File: src/logic/acs_pkg.sv
// constants shared by the conversion sequencer
// assumes a 16-bit register port with word offsets
package acs_pkg;
  localparam int unsigned RES_W = 10;
  localparam int unsigned DAT_W = 16;
  localparam int unsigned ADR_W = 4;
  // register offsets
  localparam logic [3:0] OFF_CTRL = 4'h0;
  localparam logic [3:0] OFF_RESH = 4'h1;
  localparam logic [3:0] OFF_RESL = 4'h2;
  localparam logic [3:0] OFF_PREV = 4'h3;
  localparam logic [3:0] OFF_ACC  = 4'h4;
  localparam logic [3:0] OFF_SETP = 4'h5;
  localparam logic [3:0] OFF_ERR  = 4'h6;
  localparam logic [3:0] OFF_THR  = 4'h7;
  localparam logic [3:0] OFF_STAT = 4'h8;
  localparam logic [3:0] OFF_MASK = 4'h9;
  localparam logic [3:0] OFF_STPE = 4'ha;
  // control bit positions
  localparam int unsigned CTL_EN   = 0;
  localparam int unsigned CTL_GO   = 1;
  localparam int unsigned CTL_CONT = 2;
  localparam int unsigned CTL_PSIS = 3;
  localparam int unsigned CTL_DSEN = 4;
  localparam int unsigned CTL_TSEL = 5;
  // status and mask bit positions
  localparam int unsigned ST_DONE = 0;
  localparam int unsigned ST_THR  = 1;
  localparam int unsigned ST_MATH = 2;
  localparam int unsigned ST_W    = 3;
  // values after reset and at conversion start
  localparam logic [15:0] RST_WORD  = 16'h0000;
  localparam logic [9:0]  RST_CODE  = 10'h000;
  localparam logic [9:0]  TRIAL_MSB = 10'h200;
  localparam logic [3:0]  MSB_IDX   = 4'h9;
  typedef enum logic [1:0] {ST_IDLE, ST_CONV, ST_CALC} acs_state_e;
endpackage

File: src/logic/acs_sequencer.sv
// successive-approximation conversion sequencer with register port
// assumes synchronous inputs and a comparator answer valid each cycle
// Behaviour
// - conversions run only while the enable bit is one
// - go bit write or external trigger starts a conversion
// - continuous mode restarts a conversion after each one ends
// - at the end old result moves to previous when select is set
// - completion clears go unless continuous mode or a trigger in the same cycle keeps it set
// - completion sets done and computation flags, updates accumulator
// - error computed every conversion, or every second with double sample
// - threshold flag set when the error meets the threshold condition
// - stage error computed on same cadence and may drive the compare
// - filter and threshold work runs after the conversion ends
// - clearing go aborts and stores the partial sample in result bytes
// - unresolved bits of an aborted sample copy the last resolved bit
// - an aborted sample still goes through filter and threshold work
// - reset restores all registers, disables and cancels conversion
//
// The strobed register port and the register addresses were chosen for this implementation.
`timescale 1ns/1ns
module acs_sequencer (
  input  wire logic                 clock,
  input  wire logic                 sys_rst,
  input  wire logic [3:0]           regAddr,
  input  wire logic [15:0]          regWrData,
  input  wire logic                 regWr,
  input  wire logic                 regRd,
  output logic      [15:0]          regRdData,
  input  wire logic                 extTrig,
  input  wire logic                 cmpIn,
  output logic      [9:0]           dacCode,
  output logic                      sampling,
  output logic                      irq
);
  acs_pkg::acs_state_e state_r;
  logic                enable_r, go_r, cont_r, psis_r, dsen_r, tsel_r;
  logic [3:0]          bitIdx_r;
  logic [9:0]          code_r, res_r, prev_r;
  logic [15:0]         acc_r, setp_r, thr_r, err_r, stpe_r;
  logic [2:0]          stat_r, mask_r;
  logic                parity_r;
  logic [15:0]         rd_r;
  logic                irq_r;
  logic                wrCtrl, wrStat, finish, calcDue, thrHit;
  logic [9:0]          newCode, partial, finalCode;
  logic [2:0]          statSet;
  logic [15:0]         errNxt, stpeNxt;

  assign wrCtrl = regWr && regAddr == acs_pkg::OFF_CTRL;
  assign wrStat = regWr && regAddr == acs_pkg::OFF_STAT;

  // resolve the trial bit and arm the next one
  always_comb begin
    newCode = code_r;
    newCode[bitIdx_r] = cmpIn;
    if (bitIdx_r != 4'h0) begin
      newCode[bitIdx_r - 4'h1] = 1'b1;
    end
  end

  // fill unresolved bits with the last resolved one
  always_comb begin
    partial = acs_pkg::RST_CODE;
    for (int i = 0; i < acs_pkg::RES_W; i++) begin
      if (i > int'(bitIdx_r)) begin
        partial[i] = code_r[i];
      end else if (bitIdx_r != acs_pkg::MSB_IDX) begin
        partial[i] = code_r[bitIdx_r + 4'h1];
      end
    end
  end

  // abort when go drops mid conversion, else normal end
  assign finish    = state_r == acs_pkg::ST_CONV && enable_r &&
                     (!go_r || bitIdx_r == 4'h0);
  assign finalCode = go_r ? newCode : partial;
  assign calcDue   = !dsen_r || !parity_r;
  assign errNxt    = setp_r - {6'h00, res_r};
  assign stpeNxt   = {6'h00, res_r} - {6'h00, prev_r};
  assign thrHit    = tsel_r ? $signed(stpeNxt) > $signed(thr_r)
                            : $signed(errNxt) > $signed(thr_r);

  // control bits
  always_ff @(posedge clock or posedge sys_rst) begin
    if (sys_rst) begin
      enable_r <= 1'b0;
      cont_r   <= 1'b0;
      psis_r   <= 1'b0;
      dsen_r   <= 1'b0;
      tsel_r   <= 1'b0;
    end else if (wrCtrl) begin
      enable_r <= regWrData[acs_pkg::CTL_EN];
      cont_r   <= regWrData[acs_pkg::CTL_CONT];
      psis_r   <= regWrData[acs_pkg::CTL_PSIS];
      dsen_r   <= regWrData[acs_pkg::CTL_DSEN];
      tsel_r   <= regWrData[acs_pkg::CTL_TSEL];
    end
  end

  // go bit: software, trigger, completion
  always_ff @(posedge clock or posedge sys_rst) begin
    if (sys_rst) begin
      go_r <= 1'b0;
    end else if (wrCtrl) begin
      go_r <= regWrData[acs_pkg::CTL_EN] &&
              (regWrData[acs_pkg::CTL_GO] || extTrig);
    end else if (!enable_r) begin
      go_r <= 1'b0;
    end else if (finish && !cont_r) begin
      go_r <= extTrig;
    end else begin
      go_r <= go_r || extTrig;
    end
  end

  // sequencing and successive approximation
  always_ff @(posedge clock or posedge sys_rst) begin
    if (sys_rst) begin
      state_r  <= acs_pkg::ST_IDLE;
      bitIdx_r <= acs_pkg::MSB_IDX;
      code_r   <= acs_pkg::RST_CODE;
    end else begin
      unique case (state_r)
        acs_pkg::ST_IDLE: begin
          if (enable_r && go_r) begin
            state_r  <= acs_pkg::ST_CONV;
            bitIdx_r <= acs_pkg::MSB_IDX;
            code_r   <= acs_pkg::TRIAL_MSB;
          end
        end
        acs_pkg::ST_CONV: begin
          if (!enable_r) begin
            state_r <= acs_pkg::ST_IDLE;
          end else if (finish) begin
            state_r <= acs_pkg::ST_CALC;
            code_r  <= finalCode;
          end else begin
            code_r   <= newCode;
            bitIdx_r <= bitIdx_r - 4'h1;
          end
        end
        acs_pkg::ST_CALC: begin
          state_r <= acs_pkg::ST_IDLE;
        end
      endcase
    end
  end

  // results, accumulator and sample parity
  always_ff @(posedge clock or posedge sys_rst) begin
    if (sys_rst) begin
      res_r    <= acs_pkg::RST_CODE;
      prev_r   <= acs_pkg::RST_CODE;
      acc_r    <= acs_pkg::RST_WORD;
      parity_r <= 1'b0;
    end else if (finish) begin
      if (psis_r) begin
        prev_r <= res_r;
      end
      res_r    <= finalCode;
      acc_r    <= acc_r + {6'h00, finalCode};
      parity_r <= !parity_r;
    end
  end

  // filter and threshold stage, one cycle after the result
  always_ff @(posedge clock or posedge sys_rst) begin
    if (sys_rst) begin
      err_r  <= acs_pkg::RST_WORD;
      stpe_r <= acs_pkg::RST_WORD;
    end else if (state_r == acs_pkg::ST_CALC && calcDue) begin
      err_r  <= errNxt;
      stpe_r <= stpeNxt;
    end
  end

  // software set points
  always_ff @(posedge clock or posedge sys_rst) begin
    if (sys_rst) begin
      setp_r <= acs_pkg::RST_WORD;
      thr_r  <= acs_pkg::RST_WORD;
      mask_r <= 3'h0;
    end else if (regWr) begin
      if (regAddr == acs_pkg::OFF_SETP) begin
        setp_r <= regWrData;
      end
      if (regAddr == acs_pkg::OFF_THR) begin
        thr_r <= regWrData;
      end
      if (regAddr == acs_pkg::OFF_MASK) begin
        mask_r <= regWrData[acs_pkg::ST_W-1:0];
      end
    end
  end

  // sticky flags, set wins over write-one clear
  always_comb begin
    statSet = 3'h0;
    statSet[acs_pkg::ST_DONE] = finish;
    statSet[acs_pkg::ST_MATH] = finish;
    statSet[acs_pkg::ST_THR]  = state_r == acs_pkg::ST_CALC &&
                                calcDue && thrHit;
  end

  always_ff @(posedge clock or posedge sys_rst) begin
    if (sys_rst) begin
      stat_r <= 3'h0;
    end else begin
      stat_r <= (stat_r & ~(wrStat ? regWrData[2:0] : 3'h0)) |
                statSet;
    end
  end

  always_ff @(posedge clock or posedge sys_rst) begin
    if (sys_rst) begin
      irq_r <= 1'b0;
    end else begin
      irq_r <= |((stat_r | statSet) & mask_r);
    end
  end

  // read data one cycle after the strobe
  always_ff @(posedge clock or posedge sys_rst) begin
    if (sys_rst) begin
      rd_r <= acs_pkg::RST_WORD;
    end else if (regRd) begin
      unique case (regAddr)
        acs_pkg::OFF_CTRL: rd_r <= {10'h000, tsel_r, dsen_r, psis_r,
                                    cont_r, go_r, enable_r};
        acs_pkg::OFF_RESH: rd_r <= {14'h0000, res_r[9:8]};
        acs_pkg::OFF_RESL: rd_r <= {8'h00, res_r[7:0]};
        acs_pkg::OFF_PREV: rd_r <= {6'h00, prev_r};
        acs_pkg::OFF_ACC:  rd_r <= acc_r;
        acs_pkg::OFF_SETP: rd_r <= setp_r;
        acs_pkg::OFF_ERR:  rd_r <= err_r;
        acs_pkg::OFF_THR:  rd_r <= thr_r;
        acs_pkg::OFF_STAT: rd_r <= {13'h0000, stat_r};
        acs_pkg::OFF_MASK: rd_r <= {13'h0000, mask_r};
        acs_pkg::OFF_STPE: rd_r <= stpe_r;
        default:           rd_r <= acs_pkg::RST_WORD;
      endcase
    end else begin
      rd_r <= acs_pkg::RST_WORD;
    end
  end

  always_ff @(posedge clock or posedge sys_rst) begin
    if (sys_rst) begin
      sampling <= 1'b0;
    end else begin
      sampling <= state_r == acs_pkg::ST_CONV && !finish &&
                  enable_r || state_r == acs_pkg::ST_IDLE &&
                  enable_r && go_r;
    end
  end

  assign regRdData = rd_r;
  assign dacCode   = code_r;
  assign irq       = irq_r;
endmodule

File: config.mk
export PLATFORM = sky130hd
export DESIGN_NAME = acs_sequencer
export DESIGN_NICKNAME = d
export VERILOG_FILES = /design/src/logic/acs_pkg.sv /design/src/logic/acs_sequencer.sv
export SDC_FILE = /design/constraint.sdc
export NUM_CORES = 1
export LEC_CHECK = 0
export BUFFER_PORTS_ARGS = -buffer_cell sky130_fd_sc_hd__buf_4
export CAP_MARGIN = 20
export CORE_ASPECT_RATIO = 0.7
export CORE_MARGIN = 4
export CORE_UTILIZATION = 40
export CTS_BUF_LIST = sky130_fd_sc_hd__clkbuf_4 sky130_fd_sc_hd__clkbuf_8
export DETAILED_ROUTE_END_ITERATION = 8
export SYNTH_ARGS = -nofsm -noshare
export SYNTH_HDL_FRONTEND = slang
export SYNTH_SLANG_ARGS = --single-unit
File: constraint.sdc
create_clock -name clock -period 8.2 [get_ports clock]
set_input_delay 0.82 -clock clock [delete_from_list [all_inputs] [get_ports clock]]
set_output_delay 0.82 -clock clock [all_outputs]
set_load 0.02 [all_outputs]
==> Word-level counts from Yosys, hierarchy flattened <==
Cells that the tools add are included.
{ "totals": {"reg_bits": 142, "latchBits": 0, "ram_bits": 0, "mem_bits_ro": 0, "inputBits": 26, "output_inout_bits": 28, "elab_cells": 142, "mem_count": 0} }
{ "classes": {"addsub": 5, "multipliers": 0, "div_mod_pow": 0, "order_cmp": 16, "eq_ne": 17, "shifts": 0, "muxes": 38, "bitwise_logic": 6, "reduce_logical": 38} }
{ "op_table": {"columns": ["op", "count"], "rows": [
  ["16-bit one-hot mux with 11 select lines", 1],
  ["10-bit two-way mux", 5],
  ["10-bit one-hot mux with 2 select lines", 1],
  ["1-bit two-way mux", 17],
  ["16-bit by 10-bit adder with 16-bit output", 1],
  ["4-bit by 3-bit == test with 1-bit output (second input constant)", 4],
  ["11-bit by 16-bit greater-than comparator with 1-bit output", 1],
  ["16-bit greater-than comparator", 1],
  ["3-bit by 4-bit greater-than comparator with 1-bit output (first input constant)", 4],
  ["16-bit two-way mux", 1],
  ["16-bit by 10-bit subtractor with 16-bit output", 1],
  ["1-bit logical AND", 15],
  ["4-bit by 5-bit < comparator with 1-bit output (second input constant)", 3],
  ["4-bit == test (second input constant)", 3],
  ["4-bit two-way mux", 3],
  ["10-bit by 10-bit subtractor with 11-bit output", 1],
  ["10-bit bitwise mux", 1],
  ["10-bit OR", 1],
  ["2-bit AND reduction", 5],
  ["1-bit demux with 4-bit select", 2],
  ["4-bit by 2-bit == test with 1-bit output (second input constant)", 2],
  ["4-bit by 1-bit >= comparator with 1-bit output (second input constant)", 2],
  ["2-bit by 4-bit greater-than comparator with 1-bit output (first input constant)", 2],
  ["4-bit greater-than comparator (first input constant)", 2],
  ["other kinds (26)", 41]
]} }

==> Depth between registers and ports, before layout <==
Gate-level depths: netlist of the first run.
{ "logic_depth": {"depth_word": 11, "mapped_depth": 19, "depth_no_buf": 19} }

==> Worst setup path after synthesis of the first run <==
Ideal clock, no wire load.
{ "synth_path": {"path_kind": "register to register", "start": "register bitIdx_r[0]", "end": "register acc_r[11]", "setup_ns": 0.080, "arrival_ns": 4.034, "required_time_ns": 8.120, "setup_slack_ns": 4.086, "stages_incl_launch_ff": 20, "synth_period_minus_slack_ns": 4.114, "cell_sequence": "dfstp_2 > buf_4 > inv_1 > ha_1 > o21bai_2 > nor3b_2 > o21ai_0 > a221o_2 > buf_4 > nor2_1 > a21oi_1 > o21ai_1 > ha_1 > and3_1 > a221oi_1 > a21oi_1 > a21o_1 > a31o_2 > nand3_1 > xnor2_1"} }
{ "synth_via": {"elab_chain_cells": 9, "elab_cells_between_ends": 43, "classes_between": "add/sub: 3; order compare: 13; eq/ne: 1; mux: 19; bitwise: 1; reduce/logical: 6"} }
{ "synth_lines": {"columns": ["element", "line", "text"], "rows": [
  ["start: declaration", "acs_sequencer.sv:37", "logic [3:0] bitIdx_r;"],
  ["start signal: assignment", "acs_sequencer.sv:120", "bitIdx_r <= acs_pkg::MSB_IDX;"],
  ["start signal: assignment", "acs_sequencer.sv:127", "bitIdx_r <= acs_pkg::MSB_IDX;"],
  ["start signal: assignment", "acs_sequencer.sv:139", "bitIdx_r <= bitIdx_r - 4'h1;"],
  ["4-bit by 1-bit subtractor with 4-bit output, or another cell as far along", "acs_sequencer.sv:57", "newCode[bitIdx_r - 4'h1] = 1'b1;"],
  ["4-bit by 5-bit < comparator with 1-bit output (not written as such), or another cell as far along", "acs_sequencer.sv:57", null],
  ["1-bit logical AND (not written as such) / 1-bit two-way mux (equally long branches)", "acs_sequencer.sv:57, acs_sequencer.sv:55", null],
  ["1-bit two-way mux (not written as such) / 1-bit demux with 4-bit select (equally long branches)", "acs_sequencer.sv:57, acs_sequencer.sv:55", null],
  ["1-bit demux with 4-bit select / 10-bit bitwise mux (equally long branches)", "acs_sequencer.sv:57, acs_sequencer.sv:55", null],
  ["10-bit OR (no line)", null, null],
  ["10-bit two-way mux", "acs_sequencer.sv:56", "if (bitIdx_r != 4'h0) begin"],
  ["10-bit two-way mux *", "acs_sequencer.sv:76", "assign finalCode = go_r ? newCode : partial;"],
  ["named net finalCode[3]", "acs_sequencer.sv:45", "logic [9:0] newCode, partial, finalCode;"],
  ["16-bit by 10-bit adder with 16-bit output *", "acs_sequencer.sv:161", "acc_r <= acc_r + {6'h00, finalCode};"],
  ["end signal: assignment", "acs_sequencer.sv:154", "acc_r <= acs_pkg::RST_WORD;"],
  ["end signal: assignment", "acs_sequencer.sv:161", null],
  ["end: declaration", "acs_sequencer.sv:39", "logic [15:0] acc_r, setp_r, thr_r, err_r, stpe_r;"]
]} }
The timed path passes the listed nets; every way through them passes the cells marked *. The select of a mux whose other input is x is not followed.
A chain may end at the register's enable or synchronous reset.

==> Worst setup path after layout of the first run <==
{ "layout_path": {"start": "register bitIdx_r[0]", "end": "register acc_r[15]"} }
Same word-level chain as after synthesis.

==> results.toml, run 1 <==
[status]
status = "finished, final reports clean"

[pwr]
ir_drop_uv = 144
power.total_uw = 4250
p_int_uw = 2330
switching_share_pct = 45.2
clkPwrFrac_pct = 15.2
combPwrFrac_pct = 56.8
powerDensity_mw_per_mm2 = 406
p_seq_share_pct = 27.9
p_leak_uw = 0.00474
switchingPower_uw = 1920

[timing]
min_period_over_period_pct = 60.6
worst_pin_slew_ns = 1.11
finClkSkew_ns = 0.0135
worst_hold_slack_ns = 0.446
fin_tns_setup_ns = 0
rsz0062_at_grt = "false"
hold_viol_final = 0
maxSlewHeadroom_pct = 25.9
setup_viol = 0
slew_viol_final = 0
fmax_ghz = 0.201
min_period_ns = 4.97

[clocking]
ctsHoldBuffers = 0
cts_tree = "done"
cts_made_buffers = 17
ctsHtreeMaxLevel = 4
path_clk_slew_ns = 0.08
cts_buffer_depth = 2
clock_latency_ns = 0.48
post_cts_resized = 0
ctsRootBufferMaster = "clkbuf_8"
post_cts_buffers = 0
cts.sinks = 142

[critical_path]
reg2reg_slack_ns = 3.23
timing.rr.start = "bitIdx_r[0]"
worstPathMaxFanout = 15
critPathKind = "reg2reg"
slowest_delay_ns = 0.71
crit_path_start_kind = "register"
crit_path_end_kind = "register"
cp_slowest_cell = "dfstp_2"
critPathArrivalTime_ns = 5.36
worstReg2RegEnd = "acc_r[15]"
cpLargestDelayFamily = "compound AO/OA/AOI/OAI gates"
cp_num_buf_inv = 1
worstPathRequired_ns = 8.59
rr_worst_depth = 16
crit_chain = "inv_1 -> ha_1 -> o21bai_2 -> nor3b_2 -> o21ai_0 -> a221o_2 -> mux2_4 -> o21ai_2 -> ha_1 -> a21o_1 -> a221oi_1 -> a21oi_1 -> a21o_1 -> a31o_2 -> nand3_1 -> xnor2_1"

[synthesis]
postSynthAreaPerCell_um2 = 9.15
synth_top_flop_cell = "dfrtp_1"
yosysTopAreaCellShare_pct = 37.3
ys_ff_latch = 142
synth_most_common_cell = "dfrtp_1"
synthCells = 1025
synth_edf_count = 0
yosys_warnings = 0
synth_area_leader_cell = "dfrtp_1"
synth.distinct_cells = 71
synth_area_mm2 = 0.00938
async_reset_ff_share_pct = 100
syn-num-nets = 1125
seq_area_frac_synth_pct = 37.9
synth_common_cells = "dfrtp_1, nand2_1, o21ai_0, ha_1, nor2_1"
yosys-top-cells-area = "dfrtp_1, ha_1, mux2_2"

[global_routing]
grt_first_pass_wirelength_um = 43300
grt_max_degree = 74
grt_pass1_vias = 7417
grt-ovfl-total = 0
antenna_found_initial = 0
track_usage_pct = 21.7

[worst_hold_path]
hold_path_class = "in2async"

[layout]
post-route-util_pct = 45.9
post_route_cells_drive_above_1_share_pct = 16.1
final_area_mm2 = 0.0105
syn2layout_area_growth_pct = 11.7
nets = 1157
fill_cells = 2233
diodes = 0

[routing]
viasPerCell = 5.68
routed_wirelength_um = 27300
dr_total_vias = 7852
wire_per_inst_um = 19.8
drt_pass1_iterations = 5
route.detailed.drc = 0
drt_iter0_drc = 955
ant_nets = 0

[floorplan]
rows = 46
ios = 54
die_area_mm2 = 0.0260
fp.dieW_um = 191
fp.coreArea_mm2 = 0.0228
start_util_pct = 41.1
fp.dieH_um = 136

[job]
maxCapViolCount = 0

[place]
io_buffers = 53
gp_congestion = 0.943
dp_hpwl_um = 19900
post_dp_cell_area_mm2 = 0.0100
-- worst max-delay path by stage --
stage                           start        end  slack [ns]  depth (start not counted)
after floorplan               sys_rst   acc_r[0]        3.57                          1
after global placement    bitIdx_r[0]  acc_r[15]        3.48                         16
after detailed placement  bitIdx_r[0]  acc_r[15]        3.35                         16
after CTS                 bitIdx_r[0]  acc_r[15]        3.31                         16
after global routing      bitIdx_r[0]  acc_r[15]        2.95                         16
final                     bitIdx_r[0]  acc_r[15]        3.23                         16
-- flip-flops by register name (all words and copies together), names as in the netlist, 2 cells and up --
name,count
acc_r,16
err_r,16
regRdData,16
setp_r,16
thr_r,16
stpe_r,11
dacCode,10
prev_r,10
res_r,10
bitIdx_r,4
mask_r,3
stat_r,3
state_r,2
-- layout make-up --
| cell class | instances | area, um^2 | share of cell area [%] |
|---|---|---|---|
| clock buffers | 22 | 284 | 2.71 |
| clock inverters | 10 | 161 | 1.54 |
| inverters | 63 | 241 | 2.30 |
| multi-input cells | 774 | 5400 | 51.6 |
| flip-flops and latches | 142 | 3560 | 33.9 |
| well taps | 312 | 390 | 3.72 |
| repair buffers | 59 | 443 | 4.23 |
-- power groups by stage --
| stage | clock, uW | combinational (uW) | sequential, uW |
|---|---|---|---|
| finish | 647 | 2420 | 1190 |
| detailed placement | 0 | 2370 | 1190 |
| global placement | 0 | 2340 | 1190 |
| global route | 688 | 2720 | 1220 |
| floorplan | 0 | 1820 | 1120 |
| CTS | 661 | 2390 | 1180 |
-- cells by family after synthesis --
family	share of synthesized area, %
AND/OR/NAND/NOR	15.1
buffers and inverters	4.51
AO/OA/AOI/OAI	19.9
adder cells (fa/ha/maj)	10.1
XOR/XNOR	2.71
flip-flops	37.9
multiplexers	9.81
-- cells in the final DEF (no fill, tap or decap), types with 11 or more instances in the layout --
cell | Yosys | layout
inv_1 | 63 | 62
o211ai_1 | 11 | 11
and2_1 | 12 | 12
ha_1 | 71 | 71
a21o_1 | 14 | 14
a31oi_1 | 13 | 13
a22oi_1 | 16 | 16
buf_4 | 2 | 59
nand2_1 | 136 | 136
o21ai_1 | 11 | 11
clkbuf_8 | 0 | 19
and3_1 | 14 | 14
mux2_2 | 53 | 53
nor2_1 | 71 | 71
xnor2_1 | 20 | 20
nor2b_1 | 19 | 19
o21ai_0 | 76 | 76
dfrtp_1 | 140 | 140
nand3_1 | 15 | 15
a21oi_1 | 65 | 65
-- routing by layer --
| layer | part of all wire (%) | GRT usage [%] | up-vias |
|---|---|---|---|
| met1 | 50 | 33.9 | 3772 |
| li1 | - | - | 3741 |
| met4 | 1.1 | 5.70 | 0 |
| met2 | 41 | 30.1 | 318 |
| met3 | 7.9 | 4.67 | 21 |
| met5 | 0 | 0 | - |
-- through the flow --
step,worst slack (ns),std cells
6_report,3.23,1382
5_1_grt,2.95,1382
4_1_cts,3.31,1382
3_5_place_dp,3.35,1350
3_3_place_gp,3.48,1350
2_1_floorplan,3.57,1025
Power figures use the tool's default switching activity.
==> run 2, diff against run 1 <==
Settings changed: ABC_AREA set to 1.
Clock period 8.2 ns to 4.32 ns, I/O delays scaled along.
==> run 2 against run 1 <==
Compared with the run above:
- critical path depth is 7 higher
- first-iteration DRC count fell by 4.5%
- sequential share of layout area is 0.29 points higher
- via count grew 7.4%
- area after synthesis down 0.67%
- largest power group unchanged
- count of clock-buffer cells in the layout down 2
- clock skew rose by 0.0026 ns
- final cell count grew 16%
- synthesized cell count increased by 21%
- power grew 99%
==> results.toml, run 2 <==
[synthesis]
syn-num-nets = 1336
synth_common_cells = "nand2_1, inv_1, dfrtp_1, o21ai_0, ha_1"
seq_area_frac_synth_pct = 38.2
yosysTopAreaCellShare_pct = 37.6
postSynthAreaPerCell_um2 = 7.54
synth_top_flop_cell = "dfrtp_1"
yosys-top-cells-area = "dfrtp_1, nand2_1, ha_1"
synth_edf_count = 0
synthCells = 1236
synth_most_common_cell = "nand2_1"
synth.distinct_cells = 55
yosys_warnings = 0
synth_area_leader_cell = "dfrtp_1"
ys_ff_latch = 142
async_reset_ff_share_pct = 100
synth_area_mm2 = 0.00932

[routing]
ant_nets = 0
dr_total_vias = 8436
routed_wirelength_um = 28500
viasPerCell = 5.24
drt_iter0_drc = 912
drt_pass1_iterations = 6
route.detailed.drc = 0
wire_per_inst_um = 17.7

[critical_path]
worstPathRequired_ns = 4.69
rr_worst_depth = 23
cp_common_cell = "nand2_1"
slowest_delay_ns = 0.72
cp_slowest_cell = "dfstp_2"
worstPathMaxFanout = 17
critical_path.endpoint = "acc_r[15]"
critPathArrivalTime_ns = 4.20
crit_path_start_kind = "register"
crit_path_end_kind = "register"
cpLargestDelayFamily = "simple AND/OR/NAND/NOR gates"
timing.rr.start = "bitIdx_r[0]"
crit_chain = "inv_2 -> ha_1 -> inv_1 -> a21oi_1 -> o21ai_0 -> nand3_1 -> nand3_1 -> nand2_4 -> inv_2 -> nand2_1 -> nand2_1 -> nand2_1 -> inv_1 -> ha_1 -> a21oi_1 -> o21ai_0 -> nand2_1 -> nand3_1 -> nand2_1 -> o21ai_0 -> nand2_1 -> nor3_2 -> xor2_1"
reg2reg_slack_ns = 0.49
startpoint = "bitIdx_r[0]"
critPathKind = "reg2reg"
cp_num_buf_inv = 4
worstSetupPathDepth = 23
worstReg2RegEnd = "acc_r[15]"

[global_routing]
grt_first_pass_wirelength_um = 44900
grt_max_degree = 90
grt-ovfl-total = 0
busiest_layer = "met1"
antenna_found_initial = 0
track_usage_pct = 22.5
use_met1_pct = 38.2
grt_use_met2_pct = 27.6
met3_usage_pct = 5.64
grt_pass1_vias = 7766

[place]
dp_hpwl_um = 22400
io_buffers = 53
gp_congestion = 0.942
place_inst = 1580

[timing]
worst_hold_slack_ns = 0.103
fmax_ghz = 0.261
rsz0062_at_grt = "false"
slew_viol_final = 0
setup_viol = 0
min_period_over_period_pct = 88.7
min_period_ns = 3.83
hold_viol_final = 0
finClkSkew_ns = 0.0162
fin_tns_setup_ns = 0
maxSlewHeadroom_pct = 33.3
worst_pin_slew_ns = 0.998

[worst_hold_path]
hold_path_class = "in2async"

[layout]
layout_commonest_cell = "nand2_1"
nets = 1387
post-route-util_pct = 45.6
layout_common_cells = "nand2_1, inv_1, dfrtp_1, o21ai_0, ha_1"
post_route_cells_drive_above_1_share_pct = 9.94
stdcell_count = 1610
diodes = 0
syn2layout_area_growth_pct = 11.5

[clocking]
clock_latency_ns = 0.46
ctsRootBufferMaster = "clkbuf_8"
cts_buffer_depth = 2
post_cts_buffers = 0
ctsHtreeMaxLevel = 4
ctsHoldBuffers = 0
cts_made_buffers = 17
cts.sinks = 142
cts_tree = "done"
path_clk_slew_ns = 0.09
post_cts_resized = 0

[floorplan]
fp.dieW_um = 190
start_util_pct = 40.9
fp.coreArea_mm2 = 0.0228
die_area_mm2 = 0.0258
ios = 54
rows = 46
fp.dieH_um = 136

[pwr]
powerDensity_mw_per_mm2 = 814
p_leak_uw = 0.00538
ir_drop_uv = 250

[job]
maxCapViolCount = 0

[status]
status = "finished, final reports clean"
run 2: changes by cell type after synthesis, sizes merged, moves of 20 or more:
cell | before | now
nand3 | 15 | 57
nand2 | 136 | 341
mux2 | 54 | 0
o21ai | 88 | 131
inv | 63 | 204
clkbuf | 34 | 10
o22ai | 3 | 23
run 2: power breakdown:
part,internal (uW),switching (uW)
logic,1840,3290
registers,1780,463
clock network,534,546
total,4160,4300
run 2: logic make-up (layout without fill, tap and decap cells):
logic type               Yosys count  after routing  synth area share (%)
multiplexers                       1              1                 0.107
AND/OR/NAND/NOR                  487            487                  21.9
buffers and inverters            235            297                  10.2
AO/OA/AOI/OAI                    269            269                  16.8
adder cells (fa/ha/maj)           74             74                  10.2
flip-flops                       142            142                  38.2
XOR/XNOR                          28             28                  2.71
run 2: area by class of cell:
class,instances,area (um^2)
Clock buffer,20,263
Clock inverter,10,115
Fill cell,2357,12400
Inverter,206,783
Multi-Input combinational cell,859,4820
Sequential cell,142,3560
Tap cell,312,390
Timing Repair Buffer,61,458
run 2: worst reg2reg max path, cell delays in order (launching register included):
cell     delay, ns
dfstp_2       0.72
inv_2         0.14
ha_1          0.39
inv_1         0.09
a21oi_1       0.10
o21ai_0       0.09
nand3_1       0.08
nand3_1       0.16
nand2_4       0.13
inv_2         0.07
nand2_1       0.06
nand2_1       0.05
nand2_1       0.08
inv_1         0.05
ha_1          0.37
a21oi_1       0.12
o21ai_0       0.25
nand2_1       0.09
nand3_1       0.12
nand2_1       0.06
o21ai_0       0.07
nand2_1       0.14
nor3_2        0.16
xor2_1        0.18
run 2: how the worst min path moves through the flow:
stage                  start         end  cells after the start  slack [ns]
CTS                  sys_rst  dacCode[7]                      2        0.17
detailed placement  parity_r    parity_r                      1        0.47
finish               sys_rst  dacCode[7]                      2        0.10
global route         sys_rst  dacCode[7]                      2        0.18
global placement    parity_r    parity_r                      1        0.46
floorplan           parity_r    parity_r                      1        0.44
run 2: layer usage:
layer | vias to the layer above | wire [um]
met5 | - | 0
li1 | 4139 | -
met2 | 338 | 10200
met1 | 3934 | 15400
met3 | 25 | 2580
met4 | 0 | 361
run 2: per-stage QoR:
stage	area (um^2)	setup WS, ns	power, uW
3_5_place_dp	10000	0.527	7250
3_3_place_gp	10000	0.634	7220
4_1_cts	10400	0.500	8360
5_1_grt	10400	0.0807	9260
6_report	10400	0.488	8460
2_1_floorplan	9320	0.0817	5860
==> run 3, diff against run 2 <==
Settings changed: CORE_UTILIZATION 40 to 64, HOLD_SLACK_MARGIN set to 0.02, PLACE_DENSITY set to 0.83.
Clock period 4.32 ns to 4.2 ns, I/O delays scaled along.
==> run 3 against run 2 <==
Compared with the run above:
- hold slack better by 0.0017 ns
- first-iteration DRC count rose by 24%
- global-route usage increased by 12 points
- via count rose by 4.0%
- critical path depth did not move
- sequential power grew 3%
- final area decreased by 1.3%
- routed wire length is 2.4% lower
- combinational power grew 4.5%
- clock power down 4%
- core utilization up 27 points
- critical endpoint is now acc_r[12]
- largest cell class unchanged
- largest power group unchanged
==> results.toml, run 3 (synthesized netlist as in run 2, its figures left out) <==
[routing]
wl_met3_um = 4310
dr_total_vias = 8775
drt_pass1_iterations = 5
wl_met1_um = 13000
routed.top_layer = "met4"
routed_wirelength_um = 27800
drt_iter0_drc = 1134
wl_met2_um = 10100
viasPerCell = 5.89
ant_nets = 0
route.detailed.drc = 0
wire_per_inst_um = 18.7

[place]
dp_hpwl_um = 21400
post_dp_cell_area_mm2 = 0.00989
gp_congestion = 1.02
io_buffers = 53

[critical_path]
timing.rr.start = "bitIdx_r[0]"
rr_worst_depth = 23
crit_path_start_kind = "register"
critical_path.endpoint = "acc_r[12]"
reg2reg_slack_ns = 0.35
startpoint = "bitIdx_r[0]"
worstPathMaxFanout = 17
critPathArrivalTime_ns = 4.21
critPathKind = "reg2reg"
worstPathRequired_ns = 4.56
worstReg2RegEnd = "acc_r[12]"
crit_path_end_kind = "register"

[floorplan]
rows = 36
fp.dieH_um = 109
fp.dieW_um = 152
start_util_pct = 66.1
fp.coreArea_mm2 = 0.0141
ios = 54
die_area_mm2 = 0.0166

[timing]
slew_viol_final = 0
hold_viol_final = 0
finClkSkew_ns = 0.0189
maxSlewHeadroom_pct = 36.7
worst_pin_slew_ns = 0.947
rsz0062_at_grt = "false"
fmax_ghz = 0.260
min_period_over_period_pct = 91.6
fin_tns_setup_ns = 0
setup_viol = 0
min_period_ns = 3.85

[job]
maxCapViolCount = 0

[clocking]
cts.sinks = 142
cts_made_buffers = 17
ctsHoldBuffers = 0
ctsHtreeMaxLevel = 4
ctsRootBufferMaster = "clkbuf_8"
cts_buffer_depth = 2
cts_tree = "done"
path_clk_slew_ns = 0.09
clock_latency_ns = 0.47
post_cts_buffers = 0

[layout]
final_area_mm2 = 0.0103
nets = 1389
fill_cells = 1160
post_route_cells_drive_above_1_share_pct = 10.1
diodes = 0
multi_input_area_mm2 = 0.00482
syn2layout_area_growth_pct = 10.0
final-seq-area_mm2 = 0.00356
layout_commonest_cell = "nand2_1"
layout_common_cells = "nand2_1, inv_1, dfrtp_1, o21ai_0, ha_1"

[pwr]
powerDensity_mw_per_mm2 = 849
clkPwrFrac_pct = 12.0
switching_share_pct = 51.7
ir_drop_uv = 345
p_leak_uw = 0.00537
combPwrFrac_pct = 61.5
switchingPower_uw = 4500
power.total_uw = 8710
p_int_uw = 4200
p_seq_share_pct = 26.5

[global_routing]
track_usage_pct = 34.7
grt_max_degree = 143
grt_first_pass_wirelength_um = 44400
grt_pass1_vias = 8045
grt-ovfl-total = 0
antenna_found_initial = 0

[worst_hold_path]
hold_path_class = "in2async"

[status]
status = "finished, final reports clean"
==> run 3: stage by stage <==
stage | std cells | utilization [%] | hold WS [ns] | setup slack, ns
5_1_grt | 1491 | 72.7 | 0.184 | 0.0426
4_1_cts | 1491 | 72.7 | 0.171 | 0.365
3_5_place_dp | 1460 | 70.1 | 0.464 | 0.374
3_3_place_gp | 1460 | 70.1 | 0.454 | 0.512
2_1_floorplan | 1236 | - | 0.442 | 1.05
6_report | 1491 | 72.7 | 0.104 | 0.352
==> run 3: how the worst min path moves through the flow <==
| stage | start | endpoint | slack, ns | cells past startpoint |
|---|---|---|---|---|
| 6_report | sys_rst | dacCode[5] | 0.10 | 3 |
| 5_1_grt | regRd | regRdData[1] | 0.18 | 3 |
| 4_1_cts | regRd | regRdData[1] | 0.17 | 3 |
| 3_5_place_dp | parity_r | parity_r | 0.46 | 1 |
| 3_3_place_gp | parity_r | parity_r | 0.45 | 1 |
| 2_1_floorplan | parity_r | parity_r | 0.44 | 1 |
==> run 3: routing by layer <==
layer / vias to the layer above / global-route usage [%]
met2: 541 / 43.9
met3: 42 / 14.2
met1: 4046 / 54.2
li1: 4146 / -
met5: - / 0
met4: 0 / 8.08
==> run 3: worst max-delay path, stage by stage, from the launching register on <==
cell and delay (ns):
dfstp_4 0.73, inv_2 0.11, ha_1 0.36, inv_1 0.12, o21ai_0 0.09, o21ai_1 0.13
nand2_1 0.06, nand3_1 0.14, nand2_4 0.10, inv_2 0.11, nand2_1 0.07, o21ai_2 0.10
ha_1 0.28, fa_1 0.25, nand3_1 0.10, nand2_1 0.10, nand2_1 0.07, nand2_1 0.07
nand2_1 0.06, a31oi_1 0.22, nand2_1 0.14, inv_1 0.08, nand3_1 0.08, xnor2_1 0.14
==> run 3: power by group through the flow <==
stage | Sequential, uW | Clock [uW] | Combinational (uW)
global route | 2360 | 1100 | 6000
CTS | 2280 | 1050 | 5190
detailed placement | 2290 | 0 | 5140
floorplan | 2190 | 0 | 3840
finish | 2310 | 1040 | 5360
global placement | 2290 | 0 | 5050
==> run 3: final cells by class <==
cell class / count / share of cell area, %
tap: 190 / 2.32
sequential: 142 / 34.7
multi-input combinational: 859 / 47.1
timing repair buffer: 63 / 4.73
inverter: 206 / 7.63
clock inverter: 12 / 1.00
clock buffer: 19 / 2.55
==> run 3: timing repair <==
item,in CTS,in global routing
endpoints found under the hold margin,0,0
endpoints found under the setup margin,0,3
gates resized for setup,0,1
